### src/include/pspf_pkg.sv
// package for the three-port pin logic: register map, field layout, carriers
package pspf_pkg;

  localparam int PSPF_SIX_W  = 4;
  localparam int PSPF_TWO_W  = 7;
  localparam int PSPF_FIVE_W = 2;
  localparam int PSPF_ADDR_W = 4;

  // register offsets
  localparam logic [3:0] PSPF_SIX_OUT_OFF  = 4'h0;
  localparam logic [3:0] PSPF_SIX_DIR_OFF  = 4'h1;
  localparam logic [3:0] PSPF_SIX_OD_OFF   = 4'h2;
  localparam logic [3:0] PSPF_SIX_ALT_OFF  = 4'h3;
  localparam logic [3:0] PSPF_SIX_IN_OFF   = 4'h4;
  localparam logic [3:0] PSPF_TWO_OUT_OFF  = 4'h5;
  localparam logic [3:0] PSPF_TWO_DIR_OFF  = 4'h6;
  localparam logic [3:0] PSPF_TWO_OD_OFF   = 4'h7;
  localparam logic [3:0] PSPF_TWO_IN_OFF   = 4'h8;
  localparam logic [3:0] PSPF_FIVE_IN_OFF  = 4'h9;

  // field positions inside the two-pin input port
  localparam int PSPF_FIVE_T4_BIT = 0;
  localparam int PSPF_FIVE_T5_BIT = 1;
  // lowest port_two bit number routed to the fast interrupt inputs
  localparam int PSPF_TWO_FIRST_BIT = 9;

  // reset values: every pin input, push/pull, port latch low, alternate off
  localparam logic [3:0] PSPF_SIX_OUT_RST = 4'h0;
  localparam logic [3:0] PSPF_SIX_DIR_RST = 4'h0;
  localparam logic [3:0] PSPF_SIX_OD_RST  = 4'h0;
  localparam logic [3:0] PSPF_SIX_ALT_RST = 4'h0;
  localparam logic [6:0] PSPF_TWO_OUT_RST = 7'h00;
  localparam logic [6:0] PSPF_TWO_DIR_RST = 7'h00;
  localparam logic [6:0] PSPF_TWO_OD_RST  = 7'h00;

  typedef struct packed {
    logic [PSPF_ADDR_W-1:0] addr;
    logic [15:0]            wdata;
    logic                   wr;
    logic                   rd;
  } pspf_bus_req_t;

  typedef struct packed {
    logic up_down_t4;
    logic up_down_t5;
  } pspf_timer_dir_t;

endpackage : pspf_pkg

### src/pspf_pin_cell.sv
`timescale 1ns/1ps
// one port's worth of pin drivers: sync input, direction, push/pull or open drain
module pspf_pin_cell
  import pspf_pkg::*;
#(
  parameter int WIDTH = 4
) (
  input  wire logic             clk,      // cpu clock
  input  wire logic             sys_rst,  // synchronous reset, high
  input  wire logic [WIDTH-1:0] pin_i,    // pad level seen
  input  wire logic [WIDTH-1:0] level,    // level to drive
  input  wire logic [WIDTH-1:0] dir_out,  // 1 = output
  input  wire logic [WIDTH-1:0] od_mode,  // 1 = open drain
  output logic      [WIDTH-1:0] pin_o,    // pad output value
  output logic      [WIDTH-1:0] pin_oe_n, // pad enable, low drives
  output logic      [WIDTH-1:0] sync_o    // two-stage synchronised level
);

  logic [WIDTH-1:0] meta_reg;

  // refused at elaboration: the read mux packs a port into 16 bits
  if (WIDTH < 1 || WIDTH > 16) begin : g_bad_width
    $error("pspf_pin_cell: width out of range");
  end

  always_ff @(posedge clk) begin
    if (sys_rst) begin
      meta_reg <= '0;
      sync_o   <= '0;
    end else begin
      meta_reg <= pin_i;
      sync_o   <= meta_reg;
    end
  end

  genvar g;
  generate
    for (g = 0; g < WIDTH; g++) begin : g_pin
      always_ff @(posedge clk) begin
        if (sys_rst) begin
          pin_o[g]    <= 1'b0;
          pin_oe_n[g] <= 1'b1;
        end else begin
          // open drain only pulls low; a high releases the pad
          pin_o[g]    <= od_mode[g] ? 1'b0 : level[g];
          pin_oe_n[g] <= !dir_out[g] || (od_mode[g] && level[g]);
        end
      end
    end
  endgenerate

endmodule : pspf_pin_cell

### src/pspf_ports.sv
// The plain strobed port and the register offsets were chosen for this implementation.
`timescale 1ns/1ps
// pin logic of port_six, port_two and port_five with register port and alternates
//
// Contract
// - port_six has four pins, each with its own direction bit.
// - a pin set as input on port_two, or on port_six with its alternate bit off, has its driver off.
// - port_six drivers can be set to push/pull or open drain.
// - port_two has seven pins, each with its own direction control.
// - port_two drivers can be set to push/pull or open drain.
// - port_six bits 0 to 3 carry chip_select_out 0 to 3 in order.
// - port_two bits 9 to 15 feed fast_ext_irq_in 1 to 7 in order.
// - port_five is two input-only pins whose levels software can read.
// - port_five bit 14 is timer four up/down, bit 15 timer five up/down.
module pspf_ports
  import pspf_pkg::*;
(
  input  wire logic                   clk,               // cpu clock, 10 MHz
  input  wire logic                   sys_rst,           // synchronous reset, high
  input  wire pspf_bus_req_t          bus_req,           // register access request
  output logic [15:0]                 rdata,             // read data, cycle after strobe
  input  wire logic [PSPF_SIX_W-1:0]  chip_select_out,   // chip selects from bus controller
  input  wire logic [PSPF_SIX_W-1:0]  port_six_i,        // port_six pad level
  output logic      [PSPF_SIX_W-1:0]  port_six_o,        // port_six pad value
  output logic      [PSPF_SIX_W-1:0]  port_six_oe_n,     // port_six enable, low drives
  input  wire logic [PSPF_TWO_W-1:0]  port_two_i,        // port_two pad level, bits 9..15
  output logic      [PSPF_TWO_W-1:0]  port_two_o,        // port_two pad value
  output logic      [PSPF_TWO_W-1:0]  port_two_oe_n,     // port_two enable, low drives
  output logic      [PSPF_TWO_W-1:0]  fast_ext_irq_in,   // sync levels to fast interrupts 1..7
  input  wire logic [PSPF_FIVE_W-1:0] port_five_i,       // port_five pads, bits 14..15
  output pspf_timer_dir_t             timer_dir          // up/down inputs of timers four, five
);

  logic [3:0] six_out_reg;
  logic [3:0] six_dir_reg;
  logic [3:0] six_od_reg;
  logic [3:0] six_alt_reg;
  logic [6:0] two_out_reg;
  logic [6:0] two_dir_reg;
  logic [6:0] two_od_reg;
  logic [3:0] six_level;
  logic [3:0] six_dir_eff;
  logic [3:0] six_sync;
  logic [6:0] two_sync;
  logic [1:0] five_meta_reg;
  logic [1:0] five_sync_reg;
  logic [15:0] rdata_next;

  function automatic logic hit(input pspf_bus_req_t r, input logic [3:0] off);
    return r.wr && (r.addr == off);
  endfunction : hit

  // register writes
  always_ff @(posedge clk) begin
    if (sys_rst) begin
      six_dir_reg <= PSPF_SIX_DIR_RST;
      two_dir_reg <= PSPF_TWO_DIR_RST;
    end else begin
      if (hit(bus_req, PSPF_SIX_DIR_OFF)) six_dir_reg <= bus_req.wdata[3:0];
      if (hit(bus_req, PSPF_TWO_DIR_OFF)) two_dir_reg <= bus_req.wdata[6:0];
    end
  end

  always_ff @(posedge clk) begin
    if (sys_rst) begin
      six_out_reg <= PSPF_SIX_OUT_RST;
      six_od_reg  <= PSPF_SIX_OD_RST;
      six_alt_reg <= PSPF_SIX_ALT_RST;
      two_out_reg <= PSPF_TWO_OUT_RST;
      two_od_reg  <= PSPF_TWO_OD_RST;
    end else begin
      if (hit(bus_req, PSPF_SIX_OUT_OFF)) six_out_reg <= bus_req.wdata[3:0];
      if (hit(bus_req, PSPF_SIX_OD_OFF))  six_od_reg  <= bus_req.wdata[3:0];
      if (hit(bus_req, PSPF_SIX_ALT_OFF)) six_alt_reg <= bus_req.wdata[3:0];
      if (hit(bus_req, PSPF_TWO_OUT_OFF)) two_out_reg <= bus_req.wdata[6:0];
      if (hit(bus_req, PSPF_TWO_OD_OFF))  two_od_reg  <= bus_req.wdata[6:0];
    end
  end

  // an enabled chip select drives its pin whatever the direction bit says
  always_comb begin
    six_level   = (six_alt_reg & chip_select_out) | (~six_alt_reg & six_out_reg);
    six_dir_eff = six_dir_reg | six_alt_reg;
  end

  pspf_pin_cell #(.WIDTH(PSPF_SIX_W)) u_six (
    .clk      (clk),
    .sys_rst  (sys_rst),
    .pin_i    (port_six_i),
    .level    (six_level),
    .dir_out  (six_dir_eff),
    .od_mode  (six_od_reg),
    .pin_o    (port_six_o),
    .pin_oe_n (port_six_oe_n),
    .sync_o   (six_sync)
  );

  pspf_pin_cell #(.WIDTH(PSPF_TWO_W)) u_two (
    .clk      (clk),
    .sys_rst  (sys_rst),
    .pin_i    (port_two_i),
    .level    (two_out_reg),
    .dir_out  (two_dir_reg),
    .od_mode  (two_od_reg),
    .pin_o    (port_two_o),
    .pin_oe_n (port_two_oe_n),
    .sync_o   (two_sync)
  );

  // interrupt inputs see the pad even when the pin drives, as the pad is shared
  always_ff @(posedge clk) begin
    if (sys_rst) fast_ext_irq_in <= '0;
    else fast_ext_irq_in <= two_sync;
  end

  // port_five has no drivers at all, only a synchroniser
  always_ff @(posedge clk) begin
    if (sys_rst) begin
      five_meta_reg <= '0;
      five_sync_reg <= '0;
      timer_dir     <= '0;
    end else begin
      five_meta_reg        <= port_five_i;
      five_sync_reg        <= five_meta_reg;
      timer_dir.up_down_t4 <= five_sync_reg[PSPF_FIVE_T4_BIT];
      timer_dir.up_down_t5 <= five_sync_reg[PSPF_FIVE_T5_BIT];
    end
  end

  // read mux, unmapped offsets read zero
  always_comb begin
    rdata_next = 16'h0000;
    case (bus_req.addr)
      PSPF_SIX_OUT_OFF: rdata_next = {12'h000, six_out_reg};
      PSPF_SIX_DIR_OFF: rdata_next = {12'h000, six_dir_reg};
      PSPF_SIX_OD_OFF:  rdata_next = {12'h000, six_od_reg};
      PSPF_SIX_ALT_OFF: rdata_next = {12'h000, six_alt_reg};
      PSPF_SIX_IN_OFF:  rdata_next = {12'h000, six_sync};
      PSPF_TWO_OUT_OFF: rdata_next = {9'h0, two_out_reg};
      PSPF_TWO_DIR_OFF: rdata_next = {9'h0, two_dir_reg};
      PSPF_TWO_OD_OFF:  rdata_next = {9'h0, two_od_reg};
      PSPF_TWO_IN_OFF:  rdata_next = {9'h0, two_sync};
      PSPF_FIVE_IN_OFF: rdata_next = {14'h0, five_sync_reg};
      default:          rdata_next = 16'h0000;
    endcase
  end

  always_ff @(posedge clk) begin
    if (sys_rst) rdata <= 16'h0000;
    else if (bus_req.rd) rdata <= rdata_next;
    else rdata <= 16'h0000;
  end

  // checks
  dir_reset_input_a: assert property (@(posedge clk)
    $past(sys_rst) |-> (six_dir_reg == 4'h0 && two_dir_reg == 7'h00))
    else $error("direction not input after reset");

  six_input_off_a: assert property (@(posedge clk) disable iff (sys_rst)
    (six_dir_eff == 4'h0) |=> (port_six_oe_n == 4'hf))
    else $error("port_six drives while input");

  two_input_off_a: assert property (@(posedge clk) disable iff (sys_rst)
    (two_dir_reg == 7'h00) |=> (port_two_oe_n == 7'h7f))
    else $error("port_two drives while input");

  six_od_high_a: assert property (@(posedge clk) disable iff (sys_rst)
    (six_od_reg[0] && six_dir_eff[0] && six_level[0]) |=> port_six_oe_n[0])
    else $error("open drain drove high");

  two_od_low_a: assert property (@(posedge clk) disable iff (sys_rst)
    (two_od_reg[0] && two_dir_reg[0] && !two_out_reg[0]) |=>
      (!port_two_oe_n[0] && !port_two_o[0]))
    else $error("open drain not pulling low");

  six_dir_write_a: assert property (@(posedge clk) disable iff (sys_rst)
    hit(bus_req, PSPF_SIX_DIR_OFF) |=> six_dir_reg == $past(bus_req.wdata[3:0]))
    else $error("port_six direction write lost");

  two_dir_write_a: assert property (@(posedge clk) disable iff (sys_rst)
    hit(bus_req, PSPF_TWO_DIR_OFF) |=> two_dir_reg == $past(bus_req.wdata[6:0]))
    else $error("port_two direction write lost");

  cs_route_a: assert property (@(posedge clk) disable iff (sys_rst)
    (six_alt_reg[2] && !six_od_reg[2]) |=>
      (port_six_o[2] == $past(chip_select_out[2]) && !port_six_oe_n[2]))
    else $error("chip select not on pin");

  irq_route_a: assert property (@(posedge clk) disable iff (sys_rst)
    ##3 1'b1 |-> fast_ext_irq_in == $past(port_two_i, 3))
    else $error("fast interrupt path wrong");

  timer_route_a: assert property (@(posedge clk) disable iff (sys_rst)
    ##3 1'b1 |-> (timer_dir.up_down_t4 == $past(port_five_i[0], 3) &&
                  timer_dir.up_down_t5 == $past(port_five_i[1], 3)))
    else $error("timer direction path wrong");

endmodule : pspf_ports

### config.mk
export PLATFORM = sky130hd
export DESIGN_NAME = pspf_ports
export DESIGN_NICKNAME = d
export VERILOG_FILES = /design/src/include/pspf_pkg.sv /design/src/pspf_pin_cell.sv /design/src/pspf_ports.sv
export SDC_FILE = /design/constraint.sdc
export NUM_CORES = 1
export LEC_CHECK = 0
export BUFFER_PORTS_ARGS = -buffer_cell sky130_fd_sc_hd__buf_2
export CAP_MARGIN = 20
export CORE_MARGIN = 5
export CORE_UTILIZATION = 50
export DETAILED_ROUTE_END_ITERATION = 10
export PLACE_DENSITY_LB_ADDON = 0.15
export SLEW_MARGIN = 20
export SYNTH_ARGS = -nofsm -noshare
export SYNTH_HDL_FRONTEND = slang
export SYNTH_HIERARCHICAL = 1
export SYNTH_SLANG_ARGS = --single-unit
export TNS_END_PERCENT = 50
### constraint.sdc
create_clock -name clk -period 1.7 [get_ports clk]
set_clock_uncertainty 0.2 [all_clocks]
set_input_delay 0.255 -clock clk [delete_from_list [all_inputs] [get_ports clk]]
set_output_delay 0.255 -clock clk [all_outputs]
set_load 0.02 [all_outputs]
After elaboration in Yosys (flattened, before gate mapping)

Index checks and enable logic that the tools add are counted.

Register bits after elaboration: 110
Input port bits: 41
Word-level logic and storage cells: 108

Equality and inequality tests: 9
Multiplexer cells: 1
Bitwise operators: 6
Reductions and logical operators: 53

Operators with widths:

| cell                 | count |
|---|---|
| $pmux W7 S10         | 1 |
| $reduce_or A2 Y1     | 12 |
| $logic_and A1 B1 Y1  | 18 |
| $eq A4 B3 Y1 const B | 4 |
| $logic_not A1 Y1     | 11 |
| $logic_or A1 B1 Y1   | 11 |
| $and A4 B4 Y4        | 2 |
| $eq A4 B2 Y1 const B | 2 |
| $eq A4 B4 Y1 const B | 2 |
| $or A4 B4 Y4         | 2 |
| $eq A4 B1 Y1 const B | 1 |
| $logic_not A4 Y1     | 1 |
| $not A4 Y4           | 1 |
| $not A1 Y1           | 1 |

Longest topological paths before layout

Gate-level depths: netlist of the first run.

Depth after elaboration: 5
Depth in mapped cells: 6
Mapped depth without buffers: 4

Hierarchy

Netlist of the first run, hierarchy kept.

Modules (own cells, without submodules):

| module                | times used | cells each | area an instance (um2) | sequential area each (um2) |
|---|---|---|---|---|
| pspf_ports            | 1          | 284        | 2555.0                 | 1141.1 |
| pspf_pin_cell (u_two) | 1          | 66         | 855.8                  | 560.5 |
| pspf_pin_cell (u_six) | 1          | 37         | 484.2                  | 320.3 |

Least setup slack after synthesis of the first run

No wires, ideal clock.

Kind: input-to-reg
Start: input port bus_req[21] in the netlist's numbering
End: register rdata[1]
Data arrival time: 1161 ps
Required time: 1362 ps
Slack: 201 ps
Cell stages on the path: 5
Buffers on the path: 1
Path through: buf_4 -> and2b_4 -> a22o_1 -> a2111oi_2 -> a211oi_1

Longest elaborated chain between the ends: 2

RTL lines:

| element                                    | line              | text |
|---|---|---|
| from (decl)                                | pspf_ports.sv:20  | `input wire pspf_bus_req_t bus_req,` |
| $eq A4 B4 Y1, or another cell as far along | pspf_ports.sv:133 | `case (bus_req.addr)` |
| $pmux W7 S10 (*)                           | pspf_ports.sv:133 |  |
| to (signal assigned)                       | pspf_ports.sv:150 | `else if (bus_req.rd) rdata <= rdata_next;` |
| to (decl)                                  | pspf_ports.sv:21  | `output logic [15:0] rdata,` |

Every way passes the cells marked *; elsewhere a longest branch is shown, timed or not.
A chain may end at the register's enable or synchronous reset.

Worst setup path in the final report of the first run

Start: input port bus_req[20] in the netlist's numbering
End: register two_out_reg[6]

Longest elaborated chain between the ends: 2

RTL lines:

| element              | line             | text |
|---|---|---|
| $eq A4 B3 Y1         | pspf_ports.sv:50 | `return r.wr && (r.addr == off);` |
| $logic_and A1 B1 Y1  | pspf_ports.sv:50 |  |
| to (signal assigned) | pspf_ports.sv:75 | `if (hit(bus_req, PSPF_TWO_OUT_OFF)) two_out_reg <= bus_req.wdata[6:0];` |
| to (decl)            | pspf_ports.sv:38 | `logic [6:0] two_out_reg;` |

Every way passes these cells.

==> results.py, run 1 <==
metrics = {
    "outcome": {
        "status": "finished clean",
    },
    "global_routing": {
        "track_usage": 0.1760,
        "grt_pass1_vias": 2831,
        "grt_pass1_wl_um": 13770,
        "grt_start_max_net_pins": 95,
        "grt-ovfl-total": 0,
        "grt_antenna_before_repair": 0,
    },
    "yosys": {
        "synth_xor_area_frac": 0,
        "avgSynthCellArea_um2": 10.06,
        "synthMuxAreaShare": 0.08513,
        "synth-main-ff-cell": "dfxtp_1",
        "synth_cells": 387,
        "ys_warn_count": 6,
        "synth_fa_ha_area_frac": 0,
        "syn-cell-area_um2": 3895,
        "synthArstFlopShare": 0,
        "yosys-top-cells-count": "dfxtp_1, nand2_1, nor2b_1, nand3_1, a21oi_1",
        "ys_top_cells_by_area": "dfxtp_1, mux2i_1, nor2b_1, nand2_1, nor3b_2",
        "synth_top_family_by_area": "simple AND/OR/NAND/NOR gates",
        "synth-seq-area-share": 0.5191,
        "synth_top_area_share": 0.5191,
        "synth.distinct_cells": 40,
        "synth_compound_area_frac": 0.07645,
        "yosysTopAreaCell": "dfxtp_1",
        "synth_seq_cells": 101,
        "synth-edff-count": 0,
        "yosysMostFrequentCell": "dfxtp_1",
        "synth_simple_gate_area_frac": 0.2583,
    },
    "route": {
        "drc": 0,
        "drtIter0Drc": 140,
        "postRouteAntennaNets": 0,
        "viasPerCell": 5.032,
        "wl_per_cell_um": 14.30,
        "first_pass_iters": 4,
        "wl_um": 8368,
        "routed-via-count": 2944,
    },
    "finish": {
        "fin_util": 0.6139,
        "n_antenna_cell": 0,
        "nNetsFinal": 519,
        "design_area_um2": 4695,
        "areaGrowthSynthToFinish_pct": 20.53,
        "drive_gt1_frac": 0.2754,
    },
    "power": {
        "power_mw": 4.239,
        "ir_worst_vdd_v": 0.0005998,
        "total_leakage_power_nw": 1.904,
        "p_per_area_nw_per_um2": 902.9,
    },
    "critical_path": {
        "cp-end-kind": "flop",
        "critPathMaxFanout": 9,
        "crit_buf_inv": 2,
        "critical-path-top-delay-family": "simple AND/OR/NAND/NOR gates",
        "startpoint_type": "input pin",
        "crit_arrival_ns": 1.40,
        "critPathKind": "input pin to flop",
        "max_stage_delay_ns": 0.29,
        "critPathSlowestCell": "nor2b_1",
        "critPathRequiredTime_ns": 1.73,
        "crit_chain": "buf_2, nor2b_1, and4b_1, buf_4, mux2i_1, nor2_1",
    },
    "clocking": {
        "cts_max_level": 3,
        "clkLatencyLatePin_ns": 0.35,
        "cts_setup_buffers": 0,
        "clk_root_buffer_cell": "clkbuf_8",
        "cts_max_path_buffers": 2,
        "clk_pin_slew_worst_paths_ns": 0.10,
        "cts-resized-gates": 0,
        "cts_tree": "built",
        "cts_buffers": 9,
        "cts_sinks": 101,
    },
    "sta": {
        "min_period_ns": 1.370,
        "finalMaxSlewViolations": 0,
        "post-route-period-util": 0.8062,
        "fin_tns_setup_ns": 0,
        "rsz0062_at_grt": "no",
        "setup_violations": 0,
        "finalHoldViolCount": 0,
        "hold-worst-slack_ns": 0.02397,
        "fmax_ghz": 0.7297,
    },
    "floorplan": {
        "fp.dieW_um": 98.26,
        "rows": 32,
        "die_y_um": 98.26,
        "core_um2": 7647,
        "dieArea_um2": 9655,
        "initial_utilization": 0.5093,
        "ios": 88,
    },
    "placed_design": {
        "dpl.hpwl_um": 6017,
        "place_area_um2": 4345,
        "portBuffers": 69,
        "gp_congestion": 0.8278,
    },
    "min_path": {
        "hp-class": "input pin to flop",
    },
    "run": {
        "cap_violations": 0,
    },
}
## cells by family (layout without fill, tap and decap cells)
kind of cell    Yosys count  after routing
compound gates           49             49
buf+inv                  36            124
flops                   101            101
mux                      32             32
other cells               1              9
simple gates            168            168
## worst min-delay path: stages
cell and delay [ns]:
buf_2 0.15, nand3_1 0.08, a21oi_1 0.05
## area by class of cell
class | count | area [um2]
Clock buffer | 9 | 123.9
Clock inverter | 7 | 65.06
Fill cell | 684 | 2953
Inverter | 1 | 3.754
Multi-Input combinational cell | 258 | 1669
Sequential cell | 101 | 2022
Tap cell | 102 | 127.6
Timing Repair Buffer | 107 | 683.2
## layout by cell type, fill, tap and decap left out, types with 2 or more instances in the layout
master,synthesis,final
a32oi_1,2,2
and2b_1,9,9
nand4_1,2,2
conb_1,1,9
dlygate4sd3_1,0,16
clkbuf_8,0,9
inv_6,0,2
mux2i_1,23,23
mux2_1,3,3
o21ai_0,3,3
clkinv_4,0,2
buf_2,7,69
a21oi_1,25,25
nand3_1,27,27
mux2_2,6,6
buf_4,15,21
or2_2,4,4
inv_8,0,2
dfxtp_1,101,101
a31oi_1,3,3
nand2_1,41,41
a22oi_1,7,7
nand3b_1,13,13
o21ai_1,4,4
and4b_1,2,2
nor3b_2,12,12
nor2b_1,33,33
nor2_1,17,17
## through the flow
stage	setup WS (ns)	cells
2_1_floorplan	0.2008	395
3_3_place_gp	0.002716	553
3_5_place_dp	-0.03550	553
4_1_cts	0.3222	585
5_1_grt	0.2376	585
6_report	0.3295	585
## per-layer routing
| layer | global-route usage | vias to the layer above | wire length, um |
|---|---|---|---|
| met1 | 0.2327 | 1365 | 3855 |
| li1 | - | 1487 | - |
| met4 | 0.06723 | 0 | 196 |
| met5 | 0 | - | 0 |
| met3 | 0.03714 | 14 | 401 |
| met2 | 0.2832 | 78 | 3915 |
## worst paths after layout
path | depth (start not counted) | from | slack (ns) | to
worst max register to register | 4 | six_od_reg[0] | 0.33 | rdata[0]
worst min-delay path | 3 | bus_req[4] | 0.02 | two_dir_reg[2]
worst min register to register | 1 | two_dir_reg[4] | 0.23 | u_two/pin_oe_n[4]
worst max-delay path | 6 | bus_req[20] | 0.33 | two_out_reg[6]
## report_power, final
group          switching (mW)  total (mW)  internal [mW]
combinational           0.194       0.350          0.157
sequential             0.0238        2.44           2.42
clock                   0.878        1.45          0.569
## repair_timing
action,in CTS,in global routing
endpoints found under the setup margin,0,0
endpoints found under the hold margin,21,0
hold buffers,16,0
No activity file was read; power rests on OpenSTA's default activity.
==> run 2, diff against run 1 <==
Clock period 1.7 ns to 1.3 ns, I/O delays scaled along.
==> results.py, run 2 (same netlist as run 1, synthesis figures left out) <==
metrics = {
    "global_routing": {
        "grt_pass1_vias": 2977,
        "grt_pass1_wl_um": 14740,
        "grt-ovfl-total": 0,
        "grt_antenna_before_repair": 0,
        "grt_start_max_net_pins": 57,
        "track_usage": 0.1895,
    },
    "power": {
        "power_mw": 5.740,
        "total_leakage_power_nw": 2.091,
        "p_per_area_nw_per_um2": 1140,
        "ir_worst_vdd_v": 0.0007048,
    },
    "critical_path": {
        "reg2regPathDepth": 4,
        "critPathMaxFanout": 2,
        "critPathRequiredTime_ns": 1.34,
        "critPathKind": "flop to flop",
        "cp-end-kind": "flop",
        "crit_arrival_ns": 1.33,
        "startpoint_type": "flop",
    },
    "route": {
        "wl_um": 8962,
        "drtIter0Drc": 125,
        "routed-via-count": 3092,
        "first_pass_iters": 4,
        "viasPerCell": 5.003,
        "wl_met3_um": 402,
        "wl_per_cell_um": 14.50,
        "wl_met1_um": 3907,
        "highest_layer": "met4",
        "postRouteAntennaNets": 0,
        "drc": 0,
        "met2_length_um": 4522,
    },
    "clocking": {
        "clk_root_buffer_cell": "clkbuf_8",
        "clk_pin_slew_worst_paths_ns": 0.10,
        "cts_max_level": 3,
        "cts_max_path_buffers": 2,
        "cts_sinks": 101,
        "cts_buffers": 9,
        "cts_tree": "built",
        "clkLatencyLatePin_ns": 0.36,
    },
    "floorplan": {
        "core_um2": 7647,
        "initial_utilization": 0.5093,
        "die_y_um": 98.26,
        "rows": 32,
        "fp.dieW_um": 98.26,
        "dieArea_um2": 9655,
        "ios": 88,
    },
    "placed_design": {
        "portBuffers": 69,
        "place_area_um2": 4509,
        "dpl.hpwl_um": 6435,
        "gp_congestion": 0.8110,
        "pre_cts_ws_ns": -0.3337,
        "dp.cells": 574,
    },
    "min_path": {
        "hp-class": "input pin to flop",
        "worst_hold_path.num_cells": 3,
    },
    "sta": {
        "post-route-period-util": 0.9912,
        "fin_tns_setup_ns": 0,
        "min_period_ns": 1.289,
        "setup_violations": 0,
        "worst_slack_ns": 0.01149,
        "finalHoldViolCount": 0,
        "fmax_ghz": 0.7761,
        "rsz0062_at_grt": "yes",
        "finalMaxSlewViolations": 0,
    },
    "finish": {
        "fillers": 655,
        "most-common-layout-cells": "dfxtp_1, buf_2, buf_4",
        "design_area_um2": 5034,
        "n_antenna_cell": 0,
        "areaGrowthSynthToFinish_pct": 29.23,
        "layout_commonest_cell": "dfxtp_1",
        "nNetsFinal": 552,
        "drive_gt1_frac": 0.3314,
        "stdcell_count": 618,
    },
    "outcome": {
        "status": "finished clean",
    },
    "run": {
        "cap_violations": 0,
    },
}
run 2: layout make-up:
cell class                      count  area (um2)  area share
Clock inverter                      6       70.07     0.01392
Timing Repair Buffer              140       955.9      0.1899
Multi-Input combinational cell    258        1710      0.3398
Sequential cell                   101        2028      0.4029
Clock buffer                       10       137.6     0.02734
Tap cell                          102       127.6     0.02535
Inverter                            1       3.754   0.0007457
run 2: timing repair:
action	in CTS	in global routing
buffers inserted	2	0
endpoints found under the setup margin	4	18
hold buffers	26	0
hold endpoints to repair	49	0
pin swaps	3	2
gates resized for setup	7	9
run 2: power by group:
part | leakage [nW] | internal (mW) | switching, mW | total (mW)
clock | 0.107 | 0.960 | 1.06 | 2.02
sequential | 0.824 | 3.16 | 0.0304 | 3.19
combinational | 1.16 | 0.257 | 0.272 | 0.529
total | 2.09 | 4.38 | 1.36 | 5.74
run 2: critical path: stages, from the launching register on:
cell,delay (ns)
dfxtp_2,0.33
mux2_4,0.27
a22oi_2,0.16
a32o_1,0.16
a21oi_1,0.06
run 2: worst paths after layout:
kind	startpoint	end	slack, ns
setup reg to reg	six_od_reg[0]	rdata[0]	0.01
hold reg to reg	u_six/meta_reg[2]	u_six/sync_o[2]	0.24
hold / removal	bus_req[19]	rdata[1]	0.13
setup / recovery	six_od_reg[0]	rdata[0]	0.01
run 2: metal layers:
layer  track usage  vias up
li1              -     1558
met1        0.2348     1457
met2        0.3283       67
met3       0.03929       10
met4       0.06303        0
met5             0        -
run 2: metrics by stage:
stage                     hold WS [ns]    util
after floorplan                 0.1202       -
after detailed placement        0.2061  0.5897
after global routing            0.1424  0.6582
final                           0.1252  0.6582
after CTS                      0.09775  0.6553
after global placement          0.2030  0.5897
==> run 3, diff against run 2 <==
Settings changed: CELL_PAD_IN_SITES_DETAIL_PLACEMENT from default to 1, CELL_PAD_IN_SITES_GLOBAL_PLACEMENT from default to 1, CORE_UTILIZATION 50 to 41.
==> results.py, run 3 (same netlist as run 1, synthesis figures left out) <==
metrics = {
    "sta": {
        "finalMaxSlewViolations": 0,
        "fmax_ghz": 0.7657,
        "hold-worst-slack_ns": 0.009178,
        "finalHoldViolCount": 0,
        "worst_slack_ns": -0.005971,
        "setup_violations": 1,
        "min_period_ns": 1.306,
        "fin_tns_setup_ns": -0.005971,
        "rsz0062_at_grt": "yes",
        "post-route-period-util": 1.005,
    },
    "finish": {
        "fillers": 1060,
        "nNetsFinal": 550,
        "drive_gt1_frac": 0.3210,
        "layout_commonest_cell": "dfxtp_1",
        "most-common-layout-cells": "dfxtp_1, buf_2, buf_4",
        "areaGrowthSynthToFinish_pct": 29.87,
        "n_antenna_cell": 0,
        "design_area_um2": 5059,
    },
    "critical_path": {
        "r2r-start": "two_out_reg[1]",
        "cp-end-kind": "flop",
        "critPathKind": "flop to flop",
        "startpoint": "two_out_reg[1]",
        "r2r_setup_slack_ns": -0.006,
        "cp-endpoint": "rdata[1]",
        "crit_arrival_ns": 1.35,
        "reg2regPathDepth": 3,
        "critPathRequiredTime_ns": 1.35,
        "startpoint_type": "flop",
        "rr_endpoint": "rdata[1]",
        "critPathMaxFanout": 2,
    },
    "placed_design": {
        "gp_congestion": 0.9032,
        "place_area_um2": 4576,
        "portBuffers": 69,
        "dpl.hpwl_um": 7528,
        "pre_cts_ws_ns": -0.3867,
    },
    "route": {
        "wl_per_cell_um": 16.43,
        "viasPerCell": 4.918,
        "routed-via-count": 3162,
        "postRouteAntennaNets": 0,
        "wl_um": 10570,
        "first_pass_iters": 4,
        "drtIter0Drc": 76,
        "drc": 0,
    },
    "power": {
        "p_per_area_nw_per_um2": 1113,
        "seq_power_share": 0.567,
        "switchingPower_mw": 1.442,
        "p_comb_frac": 0.097,
        "clock_power_share": 0.336,
        "total_leakage_power_nw": 2.069,
        "swShare": 0.2561,
        "ir_worst_vdd_v": 0.0005148,
        "cellInternalPower_mw": 4.190,
    },
    "min_path": {
        "hp-class": "input pin to flop",
        "hp-start": "chip_select_out[0]",
    },
    "global_routing": {
        "track_usage": 0.1861,
        "grt-ovfl-total": 0,
        "grt_pass1_vias": 3365,
        "grt_antenna_before_repair": 0,
        "grt_start_max_net_pins": 59,
        "grt_pass1_wl_um": 16820,
    },
    "clocking": {
        "clk_pin_slew_worst_paths_ns": 0.10,
        "cts_buffers": 9,
        "cts_sinks": 101,
        "clk_root_buffer_cell": "clkbuf_8",
        "clkLatencyLatePin_ns": 0.37,
        "cts_max_level": 3,
        "cts_max_path_buffers": 2,
        "cts_tree": "built",
    },
    "floorplan": {
        "dieArea_um2": 11550,
        "ios": 88,
        "rows": 35,
        "die_y_um": 107.5,
        "core_um2": 9240,
        "initial_utilization": 0.4215,
        "fp.dieW_um": 107.5,
    },
    "run": {
        "cap_violations": 0,
    },
    "outcome": {
        "violations": "setup timing",
        "status": "finished with violations",
    },
}
[run 3: cell count changes in the layout (fill, tap and decap cells not counted), moves of 2 or more]
cell           previous run  this run
dfxtp_2                   5         1
buf_2                    69        66
dfxtp_1                  96        99
buf_12                    1         3
dlygate4sd3_1            26        24
[run 3: power by group through the flow]
stage	Combinational (mW)	Clock, mW	Sequential [mW]
after floorplan	0.290	0	3.27
after global placement	0.462	0	3.26
after detailed placement	0.479	0	3.26
final	0.548	1.89	3.19
after global routing	0.593	2.08	3.20
after CTS	0.543	1.95	3.19
[run 3: metrics by stage]
| step | std cells | util | power, mW |
|---|---|---|---|
| 6_report | 643 | 0.5475 | 5.633 |
| 3_3_place_gp | 602 | 0.4952 | 3.725 |
| 2_1_floorplan | 395 | - | 3.564 |
| 4_1_cts | 643 | 0.5443 | 5.689 |
| 3_5_place_dp | 602 | 0.4952 | 3.744 |
| 5_1_grt | 643 | 0.5475 | 5.877 |
[run 3: timing repair]
action / CTS / global route
gates resized for setup: 5 / 10
setup endpoints to repair: 4 / 19
pin swaps: 3 / 2
hold endpoints to repair: 49 / 0
hold buffers: 24 / 0
setup buffers: 1 / 0
[run 3: per-layer routing]
layer,wire length (um),GRT usage
met1,4707,0.2291
met2,5353,0.3280
met3,390,0.03899
met4,115,0.05230
met5,0,0
[run 3: how the worst min path moves through the flow]
stage	to	slack [ns]	cells after the start
after floorplan	u_six/meta_reg[2]	0.12	1
final	u_six/pin_oe_n[0]	0.009	4
after CTS	u_six/pin_oe_n[0]	0.006	4
after global routing	u_six/pin_oe_n[0]	0.02	4
after global placement	u_two/meta_reg[6]	0.20	2
after detailed placement	u_two/meta_reg[6]	0.21	2
[run 3: area by class of cell]
cell class	instances	area, um2	share of cell area
multi-input combinational	258	1714	0.3389
clock inverter	5	42.54	0.008410
clock buffer	11	141.4	0.02795
sequential	101	2027	0.4007
inverter	1	3.754	0.0007420
tap	129	161.4	0.03191
timing repair buffer	138	968.4	0.1914
[run 3: critical path: stages (launching register included)]
cell and delay, ns:
dfxtp_1 0.34, a22o_1 0.25, a2111oi_4 0.31, a211oi_1 0.09
